`src/rtl/cwd_pkg.sv`:
```
package cwd_pkg;

   // ----------------------------------------------------------------
   // Configuration space map
   // ----------------------------------------------------------------
   localparam int          ADDR_W        = 14;          // Program address
   localparam int          WORD_W        = 16;          // Config word
   localparam logic [13:0] CFG_SPACE_LO  = 14'h2000;    // Region start
   localparam logic [13:0] CFG_SPACE_HI  = 14'h3FFF;    // Region end
   localparam logic [13:0] CFG_WORD_ADDR = 14'h2007;    // Word one home
   localparam int          STORE_DEPTH   = 8;           // 2000h..2007h
   localparam int          STORE_IDX_W   = 3;           // Index width
   localparam logic [13:0] STORE_TOP     = 14'h2007;    // Last stored
   localparam logic [15:0] CFG_UNIMP_MASK = 16'hC000;   // Bits 15..14
   localparam logic [15:0] CFG_ERASED    = 16'hFFFF;    // Unprogrammed
   localparam logic [15:0] RD_NONE       = 16'h0000;    // Outside store

   // ----------------------------------------------------------------
   // Field positions inside configuration_word_one
   // ----------------------------------------------------------------
   localparam int BIT_DEBUG   = 13;  // Debugger pin takeover, low active
   localparam int BIT_LVP     = 12;  // low_volt_prog_enable
   localparam int BIT_FCM     = 11;  // clock_fail_monitor_enable
   localparam int BIT_SWO     = 10;  // clock_switchover_enable
   localparam int BIT_BOR_HI  = 9;   // brownout_policy msb
   localparam int BIT_BOR_LO  = 8;   // brownout_policy lsb
   localparam int BIT_CPD     = 7;   // data_mem_protect_n
   localparam int BIT_CP      = 6;   // program_mem_protect_n
   localparam int BIT_MASTER_CLEAR_PIN_SELECT   = 5;   // master_clear_pin_select
   localparam int BIT_POWER_UP_DELAY_ENABLE_N   = 4;   // power_up_delay_enable_n
   localparam int BIT_WATCHDOG_FORCE_ENABLE    = 3;   // watchdog_force_enable

   // Brown-out policy codes
   typedef enum logic [1:0] {
      BOR_OFF    = 2'h0,             // Never armed
      BOR_SOFT   = 2'h1,             // Software bit decides
      BOR_AWAKE  = 2'h2,             // Armed except while asleep
      BOR_ALWAYS = 2'h3              // Always armed
   } cwd_bor_t;

   // ----------------------------------------------------------------
   // Timing
   // ----------------------------------------------------------------
   localparam int unsigned CLK_FREQ_KHZ   = 250_000;  // ref_clk rate
   localparam int unsigned POWER_UP_DELAY_TIMER_DELAY_MS  = 64;       // Nominal delay
   localparam int unsigned POWER_UP_DELAY_TIMER_CYCLES    = POWER_UP_DELAY_TIMER_DELAY_MS * CLK_FREQ_KHZ;
   localparam int          POWER_UP_DELAY_TIMER_W         = 24;       // Counter width
   localparam int unsigned OSC_SETTLE_TICKS = 1024;   // Oscillator ticks
   localparam int          OST_W          = 11;       // Counter width

   // ----------------------------------------------------------------
   // Reset and power sequencer states, one-hot
   // ----------------------------------------------------------------
   typedef enum logic [4:0] {
      ST_HOLD  = 5'b0_0001,          // Held in reset, word latched
      ST_POWER_UP_DELAY_TIMER  = 5'b0_0010,          // Power-up delay running
      ST_OST   = 5'b0_0100,          // Oscillator settling
      ST_RUN   = 5'b0_1000,          // Normal operation
      ST_SLEEP = 5'b1_0000           // Low-power sleep
   } cwd_state_e_t;

   // Decoded static controls
   typedef struct packed {
      logic debugPinsOwned;          // Clock/data pins given to debugger
      logic lowVoltProgEnable;       // Mode pin has programming function
      logic clockFailMonitorEnable;  // Clock failure monitor on
      logic clockSwitchoverEnable;   // Internal/external switchover on
      logic brownoutArmed;           // Brown-out may reset now
      logic dataMemProtect;          // Data memory read-out blocked
      logic programMemProtect;       // Program memory read-out blocked
      logic masterClearActive;       // Pin works as master clear
      logic watchdogEnable;          // Watchdog running
   } cwd_ctrl_t;

   // Programming port request
   typedef struct packed {
      logic [13:0] addr;             // Word address
      logic [15:0] wrData;           // Word to program
      logic        wrEn;             // Write strobe
      logic        rdEn;             // Read strobe
   } cwd_prog_req_t;

endpackage : cwd_pkg

```
`src/rtl/cwd_delay_timer.sv`:
```
`timescale 1ns/1ns
// ----------------------------------------------------------------
// One-shot down counter; done stays high until the next start
// ----------------------------------------------------------------
module cwd_delay_timer #(
   parameter int                 WIDTH = 8,
   parameter logic [WIDTH-1:0]   LOAD  = '1
) (
   input  wire logic ref_clk,
   input  wire logic rst_b,
   input  wire logic start,
   input  wire logic tick,
   output      logic done
);

   typedef struct packed {
      logic [WIDTH-1:0] cnt;         // Remaining ticks
      logic             busy;        // Counting
      logic             done;        // Expired since last start
   } cwd_tmr_t;

   cwd_tmr_t s_r;                    // Registered state
   cwd_tmr_t s_nxt;                  // Next state

   // Count ticks after start; restart clears done
   always_comb begin
      s_nxt = s_r;
      if (start) begin
         s_nxt.cnt  = LOAD;
         s_nxt.busy = 1'b1;
         s_nxt.done = 1'b0;
      end else if (s_r.busy && tick) begin
         s_nxt.cnt = s_r.cnt - WIDTH'(1);
         if (s_r.cnt <= WIDTH'(1)) begin
            s_nxt.busy = 1'b0;
            s_nxt.done = 1'b1;
         end
      end
   end

   // State register
   always_ff @(posedge ref_clk) begin
      if (!rst_b) begin
         s_r <= '0;
      end else begin
         s_r <= s_nxt;
      end
   end

   assign done = s_r.done;

endmodule : cwd_delay_timer

```
`src/rtl/cwd_cfg_store.sv`:
```
`timescale 1ns/1ns
// ----------------------------------------------------------------
// Configuration words 2000h..2007h; erased to all ones by rst_b
// ----------------------------------------------------------------
module cwd_cfg_store (
   input  wire logic                            ref_clk,
   input  wire logic                            rst_b,
   input  wire logic                            wrEn,
   input  wire logic [cwd_pkg::STORE_IDX_W-1:0] idx,
   input  wire logic [cwd_pkg::WORD_W-1:0]      wrData,
   output      logic [cwd_pkg::WORD_W-1:0]      rdData,
   output      logic [cwd_pkg::WORD_W-1:0]      cfgWord
);

   typedef struct packed {
      logic [cwd_pkg::STORE_DEPTH-1:0][cwd_pkg::WORD_W-1:0] mem; // Words
      logic [cwd_pkg::WORD_W-1:0] rdData;                       // Read reg
      logic [cwd_pkg::WORD_W-1:0] cfgWord;                      // Word one
   } cwd_store_t;

   localparam logic [cwd_pkg::STORE_IDX_W-1:0] CFG_IDX =
      cwd_pkg::CFG_WORD_ADDR[cwd_pkg::STORE_IDX_W-1:0];

   cwd_store_t s_r;                  // Registered state
   cwd_store_t s_nxt;                // Next state

   // Write and registered read; a read in the write cycle sees the old word; unimplemented bits forced to ones
   always_comb begin
      s_nxt = s_r;
      if (wrEn) begin
         s_nxt.mem[idx] = wrData;
      end
      s_nxt.rdData  = s_r.mem[idx] | cwd_pkg::CFG_UNIMP_MASK;
      s_nxt.cfgWord = s_r.mem[CFG_IDX] | cwd_pkg::CFG_UNIMP_MASK;
   end

   // Non-volatile contents modelled as erased after power-on
   always_ff @(posedge ref_clk) begin
      if (!rst_b) begin
         s_r <= {cwd_pkg::STORE_DEPTH+2{cwd_pkg::CFG_ERASED}};
      end else begin
         s_r <= s_nxt;
      end
   end

   assign rdData  = s_r.rdData;
   assign cfgWord = s_r.cfgWord;

endmodule : cwd_cfg_store

```
`src/rtl/cwd_config_word_decode.sv`:
```
`timescale 1ns/1ns
//
// Function
// - Power-up holds reset for 64 ms delay
// - Brown-out reset may extend through delay timer
// - Hold reset until crystal oscillator is stable
// - Leave sleep on reset, watchdog or interrupt
// - Programmed bit reads 0, unprogrammed reads 1
// - Word one lives at address 2007h
// - Config region reachable only in programming mode
// - Bits 15 and 14 always read 1; region reads past 2007h return 0000h
// - Bit 13 low gives pins to debugger
// - Bit 12 high enables low-voltage programming pin
// - Bit 11 high enables clock failure monitor
// - Bit 10 high enables clock switchover
// - Bits 9-8 choose brown-out reset policy
// - Bit 7 low protects data memory
// - Bit 6 low protects program memory
// - Bit 5 high makes pin master clear
// - Bit 4 low enables power-up delay
// - Bit 3 high forces watchdog on
//
module cwd_config_word_decode #(
   parameter int unsigned POWER_UP_DELAY_TIMER_CYCLES = cwd_pkg::POWER_UP_DELAY_TIMER_CYCLES
) (
   input  wire logic                  ref_clk,
   input  wire logic                  rst_b,
   input  wire logic                  masterClearPin_b,
   input  wire logic                  brownoutDetect,
   input  wire logic                  wdtTimeout,
   input  wire logic                  irqPending,
   input  wire logic                  sleepReq,
   input  wire logic                  oscCrystalMode,
   input  wire logic                  oscTick,
   input  wire logic                  softwareBrownoutEnable,
   input  wire logic                  watchdogSoftEnable,
   input  wire logic                  hvProgEntry,
   input  wire logic                  progModePin,
   input  wire cwd_pkg::cwd_prog_req_t progReq,
   output      cwd_pkg::cwd_ctrl_t    ctrl,
   output      logic                  deviceReset,
   output      logic                  sleeping,
   output      logic                  wakePulse,
   output      logic                  progModeActive,
   output      logic [15:0]           progRdData,
   output      logic                  progRdValid
);

   // ----------------------------------------------------------------
   // State
   // ----------------------------------------------------------------
   typedef struct packed {
      cwd_pkg::cwd_state_e_t state;   // Sequencer state
      logic [15:0]          cfgWord;  // Latched configuration word
      cwd_pkg::cwd_ctrl_t   ctrl;     // Decoded controls
      logic                 needPwrt; // Reset cause wants the delay
      logic                 pwrtStart; // Delay timer start pulse
      logic                 ostStart; // Settle timer start pulse
      logic                 deviceReset; // Core held in reset
      logic                 sleeping; // In sleep
      logic                 wakePulse; // Sleep exit, one cycle
      logic                 progMode; // Programming mode active
      logic                 rdPend;   // Store read in flight
      logic                 rdHit;    // Pending read inside store
      logic [15:0]          rdData;   // Read answer
      logic                 rdValid;  // Read answer strobe
   } cwd_top_t;

   cwd_top_t    s_r;                 // Registered state
   cwd_top_t    s_nxt;               // Next state
   logic [15:0] storeRd;             // Store read register
   logic [15:0] storedCfg;           // Store copy of word one
   logic        storeWr;             // Store write strobe
   logic        pwrtDone;            // Power-up delay expired
   logic        ostDone;             // Oscillator settle expired
   logic        inRegion;            // Address in config region
   logic        inStore;             // Address held by the store
   logic        access;              // Programming access allowed

   // ----------------------------------------------------------------
   // Helpers
   // ----------------------------------------------------------------

   // Decode the word; a 0 bit means programmed
   function automatic cwd_pkg::cwd_ctrl_t decode(
      input logic [15:0] w,
      input logic        asleep,
      input logic        softBor,
      input logic        softWdt
   );
      cwd_pkg::cwd_ctrl_t c;
      cwd_pkg::cwd_bor_t  pol;
      c   = '0;
      pol = cwd_pkg::cwd_bor_t'(w[cwd_pkg::BIT_BOR_HI:cwd_pkg::BIT_BOR_LO]);
      c.debugPinsOwned         = ~w[cwd_pkg::BIT_DEBUG];
      c.lowVoltProgEnable      = w[cwd_pkg::BIT_LVP];
      c.clockFailMonitorEnable = w[cwd_pkg::BIT_FCM];
      c.clockSwitchoverEnable  = w[cwd_pkg::BIT_SWO];
      c.dataMemProtect         = ~w[cwd_pkg::BIT_CPD];
      c.programMemProtect      = ~w[cwd_pkg::BIT_CP];
      c.masterClearActive      = w[cwd_pkg::BIT_MASTER_CLEAR_PIN_SELECT];
      c.watchdogEnable = w[cwd_pkg::BIT_WATCHDOG_FORCE_ENABLE] | softWdt;
      case (pol)
         cwd_pkg::BOR_ALWAYS: c.brownoutArmed = 1'b1;
         cwd_pkg::BOR_AWAKE:  c.brownoutArmed = ~asleep;
         cwd_pkg::BOR_SOFT:   c.brownoutArmed = softBor;
         default:             c.brownoutArmed = 1'b0;
      endcase
      return c;
   endfunction : decode

   // ----------------------------------------------------------------
   // Timers and store
   // ----------------------------------------------------------------

   // Power-up delay counts ref_clk cycles
   cwd_delay_timer #(
      .WIDTH (cwd_pkg::POWER_UP_DELAY_TIMER_W),
      .LOAD  (POWER_UP_DELAY_TIMER_CYCLES[cwd_pkg::POWER_UP_DELAY_TIMER_W-1:0])
   ) u_power_up_delay_timer (
      .ref_clk (ref_clk),
      .rst_b   (rst_b),
      .start   (s_r.pwrtStart),
      .tick    (1'b1),
      .done    (pwrtDone)
   );

   // Settle timer counts oscillator ticks, so it tracks the crystal
   cwd_delay_timer #(
      .WIDTH (cwd_pkg::OST_W),
      .LOAD  (cwd_pkg::OSC_SETTLE_TICKS[cwd_pkg::OST_W-1:0])
   ) u_ost (
      .ref_clk (ref_clk),
      .rst_b   (rst_b),
      .start   (s_r.ostStart),
      .tick    (oscTick),
      .done    (ostDone)
   );

   cwd_cfg_store u_store (
      .ref_clk (ref_clk),
      .rst_b   (rst_b),
      .wrEn    (storeWr),
      .idx     (progReq.addr[cwd_pkg::STORE_IDX_W-1:0]),
      .wrData  (progReq.wrData),
      .rdData  (storeRd),
      .cfgWord (storedCfg)
   );

   // ----------------------------------------------------------------
   // Programming access decode
   // ----------------------------------------------------------------

   // Region only open while in programming mode and held in reset
   always_comb begin
      inRegion = (progReq.addr >= cwd_pkg::CFG_SPACE_LO) &&
                 (progReq.addr <= cwd_pkg::CFG_SPACE_HI);
      inStore  = inRegion && (progReq.addr <= cwd_pkg::STORE_TOP);
      access   = s_r.progMode &&
                 (s_r.state == cwd_pkg::ST_HOLD);
      storeWr  = access && progReq.wrEn && inStore;
   end

   // ----------------------------------------------------------------
   // Sequencer
   // ----------------------------------------------------------------

   // One pass computes the whole next state
   always_comb begin
      logic mclrReset;
      logic borReset;
      logic runReset;
      logic lvpPin;
      mclrReset = s_r.ctrl.masterClearActive &
                  ~masterClearPin_b;
      borReset  = s_r.ctrl.brownoutArmed & brownoutDetect;
      runReset  = mclrReset | borReset |
                  (s_r.ctrl.watchdogEnable & wdtTimeout);
      lvpPin    = s_r.ctrl.lowVoltProgEnable & progModePin;
      s_nxt            = s_r;
      s_nxt.pwrtStart  = 1'b0;
      s_nxt.ostStart   = 1'b0;
      s_nxt.wakePulse  = 1'b0;
      s_nxt.rdValid    = 1'b0;
      // Without the pin function only high voltage enters programming
      s_nxt.progMode   = hvProgEntry | lvpPin;
      // Brown-out marks this reset for the long delay
      if (borReset) begin
         s_nxt.needPwrt = 1'b1;
      end
      case (s_r.state)
         cwd_pkg::ST_HOLD: begin
            // Word only follows the store while held
            s_nxt.cfgWord = storedCfg;
            if (!mclrReset && !borReset && !s_nxt.progMode) begin
               s_nxt.needPwrt = 1'b0;
               if (s_r.needPwrt && !storedCfg[cwd_pkg::BIT_POWER_UP_DELAY_ENABLE_N]) begin
                  s_nxt.state     = cwd_pkg::ST_POWER_UP_DELAY_TIMER;
                  s_nxt.pwrtStart = 1'b1;
               end else if (oscCrystalMode) begin
                  s_nxt.state    = cwd_pkg::ST_OST;
                  s_nxt.ostStart = 1'b1;
               end else begin
                  s_nxt.state = cwd_pkg::ST_RUN;
               end
            end
         end
         cwd_pkg::ST_POWER_UP_DELAY_TIMER: begin
            if (runReset) begin
               s_nxt.state = cwd_pkg::ST_HOLD;
            end else if (pwrtDone && !s_r.pwrtStart) begin
               if (oscCrystalMode) begin
                  s_nxt.state    = cwd_pkg::ST_OST;
                  s_nxt.ostStart = 1'b1;
               end else begin
                  s_nxt.state = cwd_pkg::ST_RUN;
               end
            end
         end
         cwd_pkg::ST_OST: begin
            if (runReset) begin
               s_nxt.state = cwd_pkg::ST_HOLD;
            end else if (ostDone && !s_r.ostStart) begin
               s_nxt.state = cwd_pkg::ST_RUN;
            end
         end
         cwd_pkg::ST_RUN: begin
            if (runReset) begin
               s_nxt.state = cwd_pkg::ST_HOLD;
            end else if (sleepReq) begin
               s_nxt.state = cwd_pkg::ST_SLEEP;
            end
         end
         cwd_pkg::ST_SLEEP: begin
            // Watchdog expiry in sleep is a wake, not a reset
            if (mclrReset || borReset) begin
               s_nxt.state     = cwd_pkg::ST_HOLD;
               s_nxt.wakePulse = 1'b1;
            end else if ((s_r.ctrl.watchdogEnable && wdtTimeout) ||
                         irqPending) begin
               s_nxt.wakePulse = 1'b1;
               if (oscCrystalMode) begin
                  s_nxt.state    = cwd_pkg::ST_OST;
                  s_nxt.ostStart = 1'b1;
               end else begin
                  s_nxt.state = cwd_pkg::ST_RUN;
               end
            end
         end
         default: begin
            s_nxt.state = cwd_pkg::ST_HOLD;
         end
      endcase
      s_nxt.sleeping    = (s_nxt.state == cwd_pkg::ST_SLEEP);
      s_nxt.deviceReset = !((s_nxt.state == cwd_pkg::ST_RUN) ||
                            (s_nxt.state == cwd_pkg::ST_SLEEP));
      s_nxt.ctrl = decode(s_nxt.cfgWord, s_nxt.sleeping,
                          softwareBrownoutEnable, watchdogSoftEnable);
      // Reads take two cycles: store register, then answer register
      s_nxt.rdPend = access && progReq.rdEn;
      s_nxt.rdHit  = inStore;
      if (s_r.rdPend) begin
         s_nxt.rdValid = 1'b1;
         s_nxt.rdData  = s_r.rdHit ? storeRd : cwd_pkg::RD_NONE;
      end
   end

   // ----------------------------------------------------------------
   // Registers
   // ----------------------------------------------------------------

   // rst_b stands for power-on: erased word, delay owed
   always_ff @(posedge ref_clk) begin
      if (!rst_b) begin
         s_r             <= '0;
         s_r.state       <= cwd_pkg::ST_HOLD;
         s_r.cfgWord     <= cwd_pkg::CFG_ERASED;
         s_r.needPwrt    <= 1'b1;
         s_r.deviceReset <= 1'b1;
      end else begin
         s_r <= s_nxt;
      end
   end

   // ----------------------------------------------------------------
   // Outputs
   // ----------------------------------------------------------------
   assign ctrl           = s_r.ctrl;
   assign deviceReset    = s_r.deviceReset;
   assign sleeping       = s_r.sleeping;
   assign wakePulse      = s_r.wakePulse;
   assign progModeActive = s_r.progMode;
   assign progRdData     = s_r.rdData;
   assign progRdValid    = s_r.rdValid;

endmodule : cwd_config_word_decode

```
`config.mk`:
```
export PLATFORM = sky130hd
export DESIGN_NAME = cwd_config_word_decode
export DESIGN_NICKNAME = d
export VERILOG_FILES = /design/src/rtl/cwd_pkg.sv /design/src/rtl/cwd_delay_timer.sv /design/src/rtl/cwd_cfg_store.sv /design/src/rtl/cwd_config_word_decode.sv
export SDC_FILE = /design/constraint.sdc
export NUM_CORES = 1
export LEC_CHECK = 0
export CORE_MARGIN = 2
export CORE_UTILIZATION = 55
export DETAILED_ROUTE_END_ITERATION = 10
export DONT_BUFFER_PORTS = 1
export PLACE_DENSITY = 0.72
export SLEW_MARGIN = 20
export SYNTH_ARGS = -nofsm -noshare
export SYNTH_HDL_FRONTEND = slang
export SYNTH_SLANG_ARGS = --single-unit
```
`constraint.sdc`:
```
create_clock -name ref_clk -period 3.1 [get_ports ref_clk]
set_input_delay 0.62 -clock ref_clk [delete_from_list [all_inputs] [get_ports ref_clk]]
set_output_delay 0.62 -clock ref_clk [all_outputs]
set_load 0.005 [all_outputs]
```
==> out/metrics.yaml <==
place:
  gp_congestion: 0.873
  hpwlAfterDp_um: 11800
  port_buffers: 0
  placed_cells: 1086
final_layout:
  final_cells: 1129
  drive_above_1_share: 0.101
  nets: 941
  area_growth_pct: 7.10
  diodes: 0
setup_path:
  worstPathMaxFanout: 25
  crit_path_start_kind: "flip-flop"
  rrSetupSlack_ns: 0.48
  crit_chain: "nor3b_4 > nand3_2 > or4b_1 > nand2_1 > o211ai_2"
  required_ns: 3.47
  cp_slowest_cell: "or4b_1"
  critPathTopFamily: "simple AND/OR/NAND/NOR gates"
  critical_path_class: "reg2reg"
  crit_cells: 5
  endpoint_kind: "flip-flop"
  worstRegToRegCells: 5
  arrival_ns: 2.99
  critical_path_buf_inv_count: 0
  cpPeakStageDelay_ns: 1.07
clock_tree:
  cts_hold_buf: 0
  root_buffer: "clkbuf_16"
  htreeDepth: 1
  cts_buffers: 24
  cts.sinks: 225
  cts_resized: 0
  clk_path_buf_depth: 3
  clk_latency_ns: 0.51
  clk_pin_slew_worst_paths_ns: 0.06
  cts_setup_buffers: 0
  cts_tree: "yes"
yosys:
  postSynthCellCount: 950
  synth_cell_type_count: 54
  synth_area_per_cell_um2: 9.70
  seq_area_frac_synth: 0.489
  syn-num-nets: 999
  ys_ff_latch: 225
  synth_top_area_frac: 0.489
  ys_top_cells_by_area: "dfxtp_1 (49%), mux4_2 (6.8%), nand2_1 (6.4%)"
  synthArstFlopShare: 0
  yosys_warnings: 0
  yosys.area.top_type: "dfxtp_1"
  synth_edf_count: 0
  yosys-top-cells-count: "dfxtp_1 (225), nand2_1 (157), nor2_1 (82)"
  yosysMostFrequentCell: "dfxtp_1"
  synthFlopType: "dfxtp_1"
  syn_area_um2: 9220
die:
  rows: 47
  coreArea_um2: 16500
  fp.dieH_um: 133
  die_w_um: 133
  ios: 75
  start_util: 0.560
  fp.dieArea_um2: 17800
grt:
  grt_pass1_vias: 5956
  grt_max_degree: 162
  grt_overflow_total: 0
  grt_pass1_wl_um: 30400
  grt_usage: 0.208
  antenna_found_initial: 0
route:
  firstDrtPassIters: 5
  avgRoutedWirePerCell_um: 16.4
  ant_nets: 0
  totalWireLength_um: 18500
  drt-initial-drc-count: 372
  via_per_inst: 5.64
  drc: 0
  num_vias: 6366
sta:
  rsz0062_at_grt: "no"
  slew_viol_final: 0
  finalSetupViolCount: 0
  hold_viol_final: 0
  tightest_slew_ns: 0.986
  slew_headroom: 0.342
  max_freq_mhz: 382
  period_needed_ns: 2.62
  finalCritPeriodShare: 0.846
  skew_ns: 0.0176
  setup_tns_ns: 0
power_and_ir_drop:
  pwr-share-seq: 0.477
  irDropWorstVdd_mv: 0.385
  p_leak_nw: 4.06
  power.switching_mw: 1.24
  power.density_nw_per_um2: 621
  pwr-share-comb: 0.029
  pwr-share-clk: 0.494
  internal_power_mw: 4.89
  switching_share: 0.202
min_path:
  min_path_cells: 1
  min_path_type: "in2reg"
status:
  run_status: "complete, no violations"
job:
  maxCapViolCount: 0
[metal layers]
metal | vias to the layer above | GRT usage | share of wire
met5 | - | 0 | 0
li1 | 3193 | - | -
met3 | 36 | 0.0388 | 0.050
met2 | 152 | 0.332 | 0.45
met4 | 0 | 0.0626 | 0.028
met1 | 2985 | 0.290 | 0.47
[path summary, 6_finish.rpt]
check / start / endpoint
setup / recovery: s_r[51] / u_store.s_r[83]
hold / removal: rst_b / u_store.rdData[6]
setup reg to reg: s_r[51] / u_store.s_r[83]
hold reg to reg: u_ost.done / u_ost.done
[cell families (layout without fill, tap and decap cells)]
kind of cell               Yosys count  in the layout  synth area share
muxes                               58             58             0.101
buffers and inverters              116             75            0.0683
and+or+nand+nor                    372            372             0.193
adders and majority gates            4              4           0.00543
xor gates and xnor gates            31             31            0.0295
AOI/OAI and AO/OA                  144            144             0.114
DFF                                225            225             0.489
[sequential cells by signal, summed over array words and instances, names as in the netlist, 9 cells and up]
register                    count
u_store.cfgWord                11
u_store.rdData                 14
ctrl                            9
s_r                            20
u_ost.s_r                      12
u_store.s_r                    98
u_power_up_delay_timer.s_r     25
u_store.s_nxt                  14
progRdData                     15
[placed cells by master (no fill, tap or decap), drive strengths merged, types with 15 or more instances in the layout]
cell      n
a22oi    15
nand2b   18
xnor2    20
clkbuf   37
nand2   157
nand3    34
mux4     28
dfxtp   225
o211ai   77
nor3     15
nor2     83
mux2i    29
inv      26
[layout make-up]
type	count	area, µm²
Tap cell	220	275
Timing Repair Buffer	7	52.6
Clock inverter	6	111
Clock buffer	37	751
Sequential cell	225	4500
Multi-Input combinational cell	609	4080
Inverter	25	93.8
Fill cell	1411	6600
[power by group through the flow]
stage,registers (mW),logic (mW),clock network [mW]
finish,2.92,0.179,3.03
global route,2.92,0.199,3.19
CTS,2.92,0.180,3.08
detailed placement,2.99,0.178,0
global placement,2.99,0.177,0
floorplan,2.98,0.206,0
[per-stage QoR]
step / total power [mW] / util / hold slack [ns] / worst slack, ns / instance area (µm²)
3_5_place_dp: 3.17 / 0.547 / 0.448 / 0.551 / 9010
2_1_floorplan: 3.19 / - / 0.421 / 0.835 / 9220
3_3_place_gp: 3.16 / 0.547 / 0.432 / 0.576 / 9010
5_1_grt: 6.31 / 0.599 / 0.203 / 0.332 / 9870
4_1_cts: 6.18 / 0.599 / 0.174 / 0.507 / 9870
6_report: 6.13 / 0.599 / 0.227 / 0.479 / 9870
(Power assumes the default switching activity.)
